### src/include/bdap_pkg.sv
/*
 * Constants and carrier types for the bridge device-specific registers.
 * Assumes a configuration access port decoded from the primary bus.
 */
// What this block does
// - Writing one to chip reset starts reset
// - Chip reset restores buffers, registers, both interfaces
// - Chip reset bit self-clears when reset completes
// - Chip reset asserts secondary reset and bit
// - Test field selects exercised counter bytes; this block only stores it, reads it back and drives it out on cfg
// - Reserved bits read only, return zero
// - Priority bits map to requests, bit 25 bridge
// - Zero means low group, one means high
// - Reset priority: bridge high, others low
// - Two-bit prefetch count per direction, 16-64 dwords
// - Downstream cacheline prefetch to boundary, resets one
// - Upstream cacheline prefetch to boundary, resets one
// - Disabled cacheline prefetch uses maximum count
// - Flush drops primary completions on posted write
// - Flush clear keeps standard ordering rules
package bdap_pkg;
	localparam logic [7:0] BDAP_OFF_DIAG_ARB = 8'h40;
	localparam logic [7:0] BDAP_OFF_READ_CTL = 8'h44;
	localparam int BDAP_CHIP_RESET_BIT = 8;
	localparam int BDAP_TEST_LO = 9;
	localparam int BDAP_ARB_LO = 16;
	localparam int BDAP_ARB_BRIDGE_BIT = 9;
	localparam int BDAP_NUM_REQ = 9;
	localparam int BDAP_DS_COUNT_LO = 6;
	localparam int BDAP_US_COUNT_LO = 4;
	localparam int BDAP_DS_CL_BIT = 2;
	localparam int BDAP_US_CL_BIT = 1;
	localparam int BDAP_FLUSH_BIT = 0;
	localparam logic [1:0] BDAP_TEST_RESET = 2'h0;
	localparam logic [9:0] BDAP_ARB_RESET = 10'h200;
	localparam logic [1:0] BDAP_COUNT_RESET = 2'h0;
	localparam logic BDAP_CL_RESET = 1'b1;
	localparam logic BDAP_FLUSH_RESET = 1'b0;
	localparam logic [6:0] BDAP_DW_PER_STEP = 7'h10;
	localparam logic [7:0] BDAP_DEFAULT_LINE_BYTES = 8'h40;
	localparam int BDAP_CHIP_RESET_CYCLES = 16;

	typedef struct packed {
		logic valid;
		logic write;
		logic [7:0] offset;
		logic [3:0] cbe_n;
		logic [31:0] wdata;
	} bdap_cfg_req_t;

	typedef struct packed {
		logic [1:0] test_mode;
		logic [9:0] arb_high;
		logic [1:0] ds_count;
		logic [1:0] us_count;
		logic ds_cl_en;
		logic us_cl_en;
		logic np_flush;
	} bdap_cfg_t;

	typedef struct packed {
		logic cl_en;
		logic [1:0] max_count;
		logic [7:0] line_size;
	} bdap_pf_in_t;
endpackage : bdap_pkg

### src/rtl/bdap_regs.sv
/*
 * Device-specific configuration registers: diagnostic, arbiter, read control.
 * Assumes type-0 config accesses already decoded, one request per cycle.
 */
module bdap_regs (
	// Clock and reset
	input wire logic clk,
	input wire logic srst,
	// Configuration access
	input wire bdap_pkg::bdap_cfg_req_t cfg_req,
	output logic [31:0] cfg_rdata,
	// Bridge state
	input wire logic bridge_sec_reset_bit,
	input wire logic [7:0] ds_line_size,
	input wire logic [7:0] us_line_size,
	input wire logic primary_posted_write,
	// Chip reset controls
	output logic chip_reset,
	output logic set_sec_reset_bit,
	output logic sec_rst_n,
	// Block controls
	output bdap_pkg::bdap_cfg_t cfg,
	output logic [bdap_pkg::BDAP_NUM_REQ-1:0] req_high_group,
	output logic bridge_high_group,
	output logic [6:0] ds_limit_dw,
	output logic ds_to_line,
	output logic [6:0] us_limit_dw,
	output logic us_to_line,
	output logic flush_primary_completions
);
	import bdap_pkg::*;
	typedef enum {BDAP_IDLE, BDAP_RESETTING} bdap_state_t;

	bdap_state_t state_reg, state_next;
	logic [4:0] cnt_reg, cnt_next;
	bdap_cfg_t cfg_reg, cfg_next;
	logic [31:0] rdata_reg, rdata_next;
	logic flush_reg, flush_next;
	logic wr_diag, wr_arb_lo, wr_arb_hi, wr_rd;
	logic hit_diag, hit_rd;
	logic chip_reset_req;
	logic local_reset;

	assign hit_diag = cfg_req.valid && cfg_req.offset == BDAP_OFF_DIAG_ARB;
	assign hit_rd = cfg_req.valid && cfg_req.offset == BDAP_OFF_READ_CTL;
	assign wr_diag = hit_diag && cfg_req.write && !cfg_req.cbe_n[1];
	assign wr_arb_lo = hit_diag && cfg_req.write && !cfg_req.cbe_n[2];
	assign wr_arb_hi = hit_diag && cfg_req.write && !cfg_req.cbe_n[3];
	assign wr_rd = hit_rd && cfg_req.write && !cfg_req.cbe_n[0];
	assign chip_reset_req = wr_diag && cfg_req.wdata[BDAP_CHIP_RESET_BIT];
	assign local_reset = srst || state_reg == BDAP_RESETTING;

	// Chip reset sequencer
	always_comb begin
		state_next = state_reg;
		cnt_next = cnt_reg;
		case (state_reg)
			BDAP_IDLE: begin
				if (chip_reset_req) begin
					state_next = BDAP_RESETTING;
					cnt_next = 5'(BDAP_CHIP_RESET_CYCLES - 1);
				end
			end
			BDAP_RESETTING: begin
				if (cnt_reg == 5'h00) begin
					state_next = BDAP_IDLE;
				end else begin
					cnt_next = 5'(cnt_reg - 5'h01);
				end
			end
			default: begin
				state_next = BDAP_IDLE;
				cnt_next = 5'h00;
			end
		endcase
	end
	always_ff @(posedge clk) begin
		if (srst) begin
			state_reg <= BDAP_IDLE;
			cnt_reg <= 5'h00;
		end else begin
			state_reg <= state_next;
			cnt_reg <= cnt_next;
		end
	end

	// Field registers
	always_comb begin
		cfg_next = cfg_reg;
		if (wr_diag) begin
			cfg_next.test_mode = cfg_req.wdata[BDAP_TEST_LO +: 2];
		end
		if (wr_arb_lo) begin
			cfg_next.arb_high[7:0] = cfg_req.wdata[BDAP_ARB_LO +: 8];
		end
		if (wr_arb_hi) begin
			cfg_next.arb_high[9:8] = cfg_req.wdata[BDAP_ARB_LO + 8 +: 2];
		end
		if (wr_rd) begin
			cfg_next.ds_count = cfg_req.wdata[BDAP_DS_COUNT_LO +: 2];
			cfg_next.us_count = cfg_req.wdata[BDAP_US_COUNT_LO +: 2];
			cfg_next.ds_cl_en = cfg_req.wdata[BDAP_DS_CL_BIT];
			cfg_next.us_cl_en = cfg_req.wdata[BDAP_US_CL_BIT];
			cfg_next.np_flush = cfg_req.wdata[BDAP_FLUSH_BIT];
		end
	end
	always_ff @(posedge clk) begin
		if (local_reset) begin
			cfg_reg.test_mode <= BDAP_TEST_RESET;
			cfg_reg.arb_high <= BDAP_ARB_RESET;
			cfg_reg.ds_count <= BDAP_COUNT_RESET;
			cfg_reg.us_count <= BDAP_COUNT_RESET;
			cfg_reg.ds_cl_en <= BDAP_CL_RESET;
			cfg_reg.us_cl_en <= BDAP_CL_RESET;
			cfg_reg.np_flush <= BDAP_FLUSH_RESET;
		end else begin
			cfg_reg <= cfg_next;
		end
	end

	// Read data, cleared byte lanes of disabled enables
	always_comb begin
		rdata_next = 32'h0000_0000;
		if (hit_diag && !cfg_req.write) begin
			if (!cfg_req.cbe_n[1]) begin
				rdata_next[BDAP_CHIP_RESET_BIT] = state_reg == BDAP_RESETTING;
				rdata_next[BDAP_TEST_LO +: 2] = cfg_reg.test_mode;
			end
			if (!cfg_req.cbe_n[2]) begin
				rdata_next[BDAP_ARB_LO +: 8] = cfg_reg.arb_high[7:0];
			end
			if (!cfg_req.cbe_n[3]) begin
				rdata_next[BDAP_ARB_LO + 8 +: 2] = cfg_reg.arb_high[9:8];
			end
		end else if (hit_rd && !cfg_req.write && !cfg_req.cbe_n[0]) begin
			rdata_next[BDAP_DS_COUNT_LO +: 2] = cfg_reg.ds_count;
			rdata_next[BDAP_US_COUNT_LO +: 2] = cfg_reg.us_count;
			rdata_next[BDAP_DS_CL_BIT] = cfg_reg.ds_cl_en;
			rdata_next[BDAP_US_CL_BIT] = cfg_reg.us_cl_en;
			rdata_next[BDAP_FLUSH_BIT] = cfg_reg.np_flush;
		end
	end
	always_ff @(posedge clk) begin
		if (srst) begin
			rdata_reg <= 32'h0000_0000;
		end else begin
			rdata_reg <= rdata_next;
		end
	end

	// Completion flush strobe
	always_comb begin
		flush_next = cfg_reg.np_flush && primary_posted_write && !local_reset;
	end
	always_ff @(posedge clk) begin
		if (srst) begin
			flush_reg <= 1'b0;
		end else begin
			flush_reg <= flush_next;
		end
	end

	// Per-direction prefetch limits
	for (genvar d = 0; d < 2; d++) begin : g_dir
		bdap_pf_in_t pf_in;
		logic [6:0] lim;
		logic tl;
		assign pf_in = (d == 0) ? {cfg_reg.ds_cl_en, cfg_reg.ds_count, ds_line_size}
			: {cfg_reg.us_cl_en, cfg_reg.us_count, us_line_size};
		bdap_prefetch_limit u_lim (
			.clk(clk),
			.srst(local_reset),
			.pf(pf_in),
			.limit_dw(lim),
			.to_line(tl)
		);
	end
	assign ds_limit_dw = g_dir[0].lim;
	assign ds_to_line = g_dir[0].tl;
	assign us_limit_dw = g_dir[1].lim;
	assign us_to_line = g_dir[1].tl;

	assign cfg_rdata = rdata_reg;
	assign cfg = cfg_reg;
	assign req_high_group = cfg_reg.arb_high[BDAP_NUM_REQ-1:0];
	assign bridge_high_group = cfg_reg.arb_high[BDAP_ARB_BRIDGE_BIT];
	assign chip_reset = state_reg == BDAP_RESETTING;
	assign set_sec_reset_bit = chip_reset;
	assign sec_rst_n = !(chip_reset || bridge_sec_reset_bit);
	assign flush_primary_completions = flush_reg;
endmodule : bdap_regs

### src/rtl/bdap_prefetch_limit.sv
/*
 * Prefetch limit for one direction of memory reads.
 * Assumes cacheline size given in dwords, zero meaning not programmed.
 */
module bdap_prefetch_limit (
	// Clock and reset
	input wire logic clk,
	input wire logic srst,
	// Direction controls
	input wire bdap_pkg::bdap_pf_in_t pf,
	// Limit out
	output logic [6:0] limit_dw,
	output logic to_line
);
	import bdap_pkg::*;
	logic [6:0] limit_next;
	logic to_line_next;
	logic [6:0] limit_reg;
	logic to_line_reg;
	always_comb begin
		to_line_next = pf.cl_en;
		if (pf.cl_en) begin
			if (pf.line_size == 8'h00) begin
				limit_next = 7'(BDAP_DEFAULT_LINE_BYTES >> 2);
			end else begin
				limit_next = pf.line_size[6:0];
			end
		end else begin
			limit_next = 7'(({5'h00, pf.max_count} + 7'h01) * BDAP_DW_PER_STEP);
		end
	end
	always_ff @(posedge clk) begin
		if (srst) begin
			limit_reg <= 7'(BDAP_DEFAULT_LINE_BYTES >> 2);
			to_line_reg <= BDAP_CL_RESET;
		end else begin
			limit_reg <= limit_next;
			to_line_reg <= to_line_next;
		end
	end
	assign limit_dw = limit_reg;
	assign to_line = to_line_reg;
endmodule : bdap_prefetch_limit

### config.mk
export PLATFORM = sky130hd
export DESIGN_NAME = bdap_regs
export DESIGN_NICKNAME = d
export VERILOG_FILES = /design/src/include/bdap_pkg.sv /design/src/rtl/bdap_regs.sv /design/src/rtl/bdap_prefetch_limit.sv
export SDC_FILE = /design/constraint.sdc
export NUM_CORES = 1
export LEC_CHECK = 0
export ABC_AREA = 0
export BUFFER_PORTS_ARGS = -buffer_cell sky130_fd_sc_hd__buf_2
export CAP_MARGIN = 30
export CORE_MARGIN = 2
export CORE_UTILIZATION = 49
export CTS_BUF_LIST = sky130_fd_sc_hd__clkbuf_4
export DETAILED_ROUTE_END_ITERATION = 8
export PLACE_DENSITY_LB_ADDON = 0.12
export REMOVE_ABC_BUFFERS = 1
export SYNTH_ARGS = -nofsm -noshare
export SYNTH_HDL_FRONTEND = slang
export SYNTH_SLANG_ARGS = --single-unit
### constraint.sdc
create_clock -name clk -period 5.4 [get_ports clk]
set_clock_uncertainty 0.2 [all_clocks]
set_input_delay 1.08 -clock clk [delete_from_list [all_inputs] [get_ports clk]]
set_output_delay 1.08 -clock clk [all_outputs]
set_load 0.1 [all_outputs]
==> metrics.yaml, run 1 <==
cells_and_area:
  seq_area_um2: 1240
  syn_to_final_growth_pct: 26.8
  drive_gt1_share_pct: 39.6
  multi_input_area_um2: 1110
  fill_cells: 448
  nets: 439
  diodes: 0
  largest_reg_flops: 20
  fin_area_um2: 3250
worst_setup_path:
  critPathRequiredTime_ns: 4.12
  crit_fanout: 20
  cp.depth: 1
  start_kind: "register"
  max_stage_delay_ns: 0.75
  reg2regPathDepth: 4
  path_cells: "buf_2"
  worstSetupEndpointType: "output port"
  cp.buffers_inverters: 1
  worstSetupPathType: "reg2out"
  cp.arrival_ns: 1.68
  cp_top_family: "flip-flops"
  critPathSlowestCell: "dfxtp_1"
clock_network:
  path_clk_slew_ns: 0.10
  cts_setup_buffers: 0
  cts-htree-levels: 3
  cts_tree: "done"
  clk_path_buf_depth: 2
  cts-hold-fix-buffers: 0
  cts.sinks: 62
  cts-buffers-inserted: 9
  clock-root-buffer: "clkbuf_4"
  ctsResizeCount: 0
  clk_latency_ns: 0.39
synthesis:
  synthesis.area_um2: 2560
  yosys.area.top_type: "dfxtp_1"
  synthesis.instances: 265
  synth.top_cell.area_share_pct: 48.5
  synthTopCellsByArea: "dfxtp_1 (48%), buf_4 (6.7%), mux2i_1 (4.7%)"
  synth.yosys.seq_area_share_pct: 48.5
  ys_warn_count: 0
  synthDistinctLibCells: 38
  yosys_register_bits: 62
  syn_area_per_cell_um2: 9.66
pwr:
  power_density_nw_per_um2: 307
  p_leak_nw: 1.58
  switching_share_pct: 27.7
  combPwrFrac_pct: 13.6
  switchingPower_mw: 0.277
  intPower_mw: 0.722
  ir_worst_vdd_mv: 0.202
  seq_power_share_pct: 46.5
  clkPwrFrac_pct: 40.0
floorplanning:
  die_h_um: 76.3
  die_w_um: 76.3
  placementRows: 26
  core-area_um2: 5070
  floorplan.initialDensity_pct: 50.5
  pin_count: 147
  die-area_um2: 5820
place:
  dpl_cell_area_um2: 3070
  gp_congestion: 0.804
  place_ws_ns: 2.22
  io_buffers: 122
  dpl.hpwl_mm: 4.17
timing:
  relSlewSlack_pct: 40.4
  totalNegativeSetupSlack_ns: 0
  rsz0062_at_grt: "false"
  fmax_mhz: 338
  fin_crit_ns: 2.96
  fin_crit_sh_pct: 54.8
  hold_viol_final: 0
  finalSetupViolations: 0
  setup_slack_ns: 2.44
  worstMarginPinSlew_ns: 0.882
  drv_slew: 0
grt:
  grt_pass1_vias: 1987
  antenna_found_initial: 0
  gr-usage-all-layers_pct: 20.5
  grt_max_degree: 31
  grt_pass1_wl_mm: 9.49
  overflow: 0
detailed_routing:
  via_per_inst: 5.05
  vias: 2241
  ant_nets: 0
  drt_wl_total_mm: 5.83
  drtIter0Drc: 133
  firstDrtPassIters: 4
  wire_per_inst_um: 13.1
  drc: 0
hold_path:
  hold_class: "reg2reg"
  whs_path_depth: 1
flow_run:
  drv_cap: 0
outcome:
  run_status: "finished clean"
cell usage after synthesis:
library cell,number
or3_1,5
a31oi_1,4
buf_4,23
or2_2,2
mux2i_1,12
nand2_1,25
or3b_2,2
nand4_1,1
nor4b_1,5
and2_1,18
a31o_2,2
nor2b_1,2
or3b_1,1
a211oi_1,2
a21oi_1,7
conb_1,1
or4b_1,3
nor4_2,3
nor3b_1,2
and3_1,10
clkbuf_1,15
o2bb2ai_1,1
o21ai_0,3
o31ai_1,10
nand3_1,1
xnor2_1,1
nor3_1,3
buf_1,1
buf_2,2
nor2_1,10
and3b_1,1
ha_1,4
dfxtp_1,62
inv_1,2
nor4_1,3
nand3b_1,1
nand2b_1,5
o311ai_0,10
placed cells by master, fill, tap and decap left out, drive strengths merged, types with 7 or more instances in the layout:
cell,n
a21oi,7
and2,18
and3,10
buf,123
clkbuf,9
conb,12
dfxtp,62
mux2i,12
nand2,25
nor2,10
o311ai,10
o31ai,10
power groups by stage:
stage / sequential, mW / combinational [mW] / clock, mW
after global placement: 0.474 / 0.135 / 0
after global routing: 0.465 / 0.142 / 0.430
final: 0.464 / 0.135 / 0.399
after floorplan: 0.517 / 0.0583 / 0
after detailed placement: 0.474 / 0.135 / 0
after CTS: 0.464 / 0.135 / 0.406
worst paths after layout:
check                            start                       end  slack [ns]
max reg2reg  state_reg[0]$_SDFFE_PP0P_       cfg[9]$_SDFFE_PN0P_        3.35
max          state_reg[0]$_SDFFE_PP0P_         set_sec_reset_bit        2.44
min reg2reg       cfg[18]$_SDFFE_PN0P_  cfg_rdata[10]$_SDFF_PP0_        0.29
min               cfg[18]$_SDFFE_PN0P_  cfg_rdata[10]$_SDFF_PP0_        0.29
kinds of logic after synthesis:
family	count (synthesis)	share of synthesized area [%]
AO/OA/AOI/OAI	39	10.9
XOR/XNOR	1	0.342
AND/OR/NAND/NOR	103	23.7
buffers and inverters	43	9.77
other	1	0.146
multiplexers	12	4.69
flip-flops	62	48.5
adder cells (fa/ha/maj)	4	1.95
routing by layer:
layer	part of all wire (%)	GRT usage, %	up-vias
met1	43	26.5	1014
met2	47	32.6	109
met4	1.7	8.73	0
met3	7.4	5.21	11
met5	0	0	-
li1	-	-	1107
stage by stage:
step / util [%] / instances / power (mW) / hold WS [ns]
final: 64.0 / 444 / 0.998 / 0.285
after global routing: 64.0 / 444 / 1.04 / 0.310
after CTS: 64.0 / 444 / 1.01 / 0.286
after detailed placement: 60.5 / 428 / 0.610 / 0.261
after global placement: 60.5 / 428 / 0.609 / 0.260
after floorplan: - / 235 / 0.575 / 0.276
cell type report:
cell class | count | area share [%]
flip-flops and latches | 62 | 38.2
inverters | 2 | 0.231
multi-input cells | 171 | 34.3
repair buffers | 123 | 19.0
clock inverters | 7 | 3.47
clock buffers | 9 | 2.08
well taps | 70 | 2.70
worst reg2reg max path, cell delays in order, from the launching register on:
cell	delay, ns
dfxtp_1	0.53
nor2_2	0.52
buf_4	0.38
o311ai_0	0.22
o31ai_1	0.12
(Power assumes the default switching activity.)
==> run 2: changes to the inputs <==
CORE_UTILIZATION = 41   (was 49)
clock period = 2.4 ns   (was 5.4 ns; I/O delays follow)
==> run 2 against run 1 <==
Net effect:
- via count fell by 1.3%
- first-iteration DRC count fell by 64%
- non-clock buffer count grew 9
- clock power up 75%
- routed wire length grew 0.22%
- sequential power is 120% higher
- highest routed layer unchanged
- sequential cell count is the same
- die area rose by 18%
- sequential share of layout area fell by 0.29 points
==> metrics.yaml, run 2 (synthesized netlist as in run 1, its figures left out) <==
grt:
  gr-usage-met1_pct: 21.1  # -5.3 points
  antenna_found_initial: 0  # unchanged
  grt_use_met2_pct: 27.5  # -5.1 points
  grt_max_degree: 30  # -3.2%
  grt_pass1_wl_mm: 9.39  # -1.1%
  gr-usage-all-layers_pct: 17.0  # -3.5 points
  overflow: 0  # unchanged
  grt_busiest_layer: "met2"
  grtUsageMet3_pct: 4.57  # -0.64 points
  grt_pass1_vias: 1996  # +0.45%
clock_network:
  clk_latency_ns: 0.40  # about the same
  ctsResizeCount: 0  # unchanged
  cts_tree: "done"
  cts-htree-levels: 3  # unchanged
  clock-root-buffer: "clkbuf_4"
  cts.sinks: 62  # unchanged
  cts-buffers-inserted: 9  # unchanged
  cts_setup_buffers: 0  # unchanged
  cts-hold-fix-buffers: 0  # unchanged
  path_clk_slew_ns: 0.10  # about the same
  clk_path_buf_depth: 2  # unchanged
detailed_routing:
  ant_nets: 0  # unchanged
  drc: 0  # unchanged
  via_per_inst: 4.84  # -4.1%
  wire_per_inst_um: 12.8  # -2.6%
  drt_wl_total_mm: 5.85  # +0.22%
  firstDrtPassIters: 5  # +1
  vias: 2211  # -1.3%
  drtIter0Drc: 48  # -64%
worst_setup_path:
  worstSetupEndpointType: "output port"
  startpoint: "state_reg[0]$_SDFFE_PP0P_"
  crit_fanout: 12  # -40%
  critPathSlowestCell: "dfxtp_1"
  r2r_start: "cnt_reg[0]$_SDFFE_PP0P_"
  start_kind: "register"
  reg2reg_to: "cnt_reg[0]$_SDFFE_PP0P_"
  cp.buffers_inverters: 1  # unchanged
  cp.arrival_ns: 1.47  # -0.21 ns
  critPathRequiredTime_ns: 1.72  # -2.40 ns
  regToRegSetupSlack_ns: 0.61  # -2.74 ns
  max_stage_delay_ns: 0.57  # -0.18 ns
  cp_top_family: "flip-flops"
  worstSetupPathType: "reg2out"
  path_cells: "buf_2"
  reg2regPathDepth: 5  # +1
cells_and_area:
  drive_gt1_share_pct: 41.1  # +1.5 points
  diodes: 0  # unchanged
  nets: 448  # +2.1%
  final_util_pct: 54.6  # -9.4 points
  largest_reg_flops: 20  # unchanged
  fin_area_um2: 3270  # +0.77%
  fill_cells: 578  # +29%
  fin_cells: 457  # +2.9%
  syn_to_final_growth_pct: 27.8
  final_common_cell: "buf_2"
  mostFrequentLayoutCells: "buf_2 (122), dfxtp_1 (62), nand2_1 (25)"
floorplanning:
  die_h_um: 83.0  # +8.8%
  floorplan.initialDensity_pct: 42.8  # -7.7 points
  die_w_um: 83.0  # +8.8%
  die-area_um2: 6890  # +18%
  placementRows: 28  # +7.7%
  pin_count: 147  # unchanged
  core-area_um2: 5990  # +18%
pwr:
  p_leak_nw: 1.60  # +0.95%
  ir_worst_vdd_mv: 0.335  # +66%
  power_density_nw_per_um2: 626  # +100%
hold_path:
  hold_class: "in2reg"
  whs_path_depth: 2  # +1
  min_from: "cfg_req[35]"
  min_to: "cfg_rdata[24]$_SDFF_PP0_"
timing:
  fmax_mhz: 465
  fin_crit_ns: 2.15
  drv_slew: 0  # unchanged
  hold_viol_final: 0  # unchanged
  fin_crit_sh_pct: 89.6
  rsz0062_at_grt: "false"
  finalSetupViolations: 0  # unchanged
outcome:
  run_status: "finished clean"
flow_run:
  drv_cap: 0  # unchanged
place:
  dpl.hpwl_mm: 4.42  # +6.0%
  io_buffers: 122  # unchanged
  gp_congestion: 0.788  # -1.9%
  dpl_cell_area_um2: 3140  # +2.4%
  dp_cells: 442  # +3.3%
==> run 2: worst max path at each step <==
stage | to | slack [ns] | depth (start not counted)
floorplan | sec_rst_n | -1.21 | 1
finish | chip_reset | 0.25 | 1
global placement | cfg_rdata[25]$_SDFF_PP0_ | 0.07 | 4
CTS | chip_reset | 0.19 | 1
global route | cfg[1] | 0.17 | 1
detailed placement | cfg[11]$_SDFFE_PN0P_ | 0.03 | 5
==> run 2: metrics by stage <==
step	hold slack [ns]	setup TNS, ns	setup slack [ns]	power [mW]
after floorplan	0.276	-34.78	-1.21	1.29
after global placement	0.264	0	0.0687	1.37
after detailed placement	0.270	0	0.0266	1.38
after CTS	0.0619	0	0.193	2.08
after global routing	0.0735	0	0.169	2.15
final	0.0934	0	0.250	2.05
==> run 2: area by class of cell <==
cell class	instances	area, um2	share of cell area (%)
clock buffers	9	67.6	2.06
repair buffers	132	686	20.9
clock inverters	6	63.8	1.95
multi-input cells	171	1110	34.0
inverters	2	7.51	0.229
flip-flops and latches	62	1240	37.9
well taps	75	93.8	2.87
==> run 2: where the power goes <==
part	internal [mW]	switching, mW
logic	0.0644	0.243
registers	1.04	0.00265
clock network	0.310	0.388
total	1.42	0.634
==> run 2: layer usage <==
layer / routed length, um / vias to the layer above
met2: 2720 / 87
met4: 94 / 0
met3: 438 / 9
met5: 0 / -
li1: - / 1130
met1: 2590 / 985
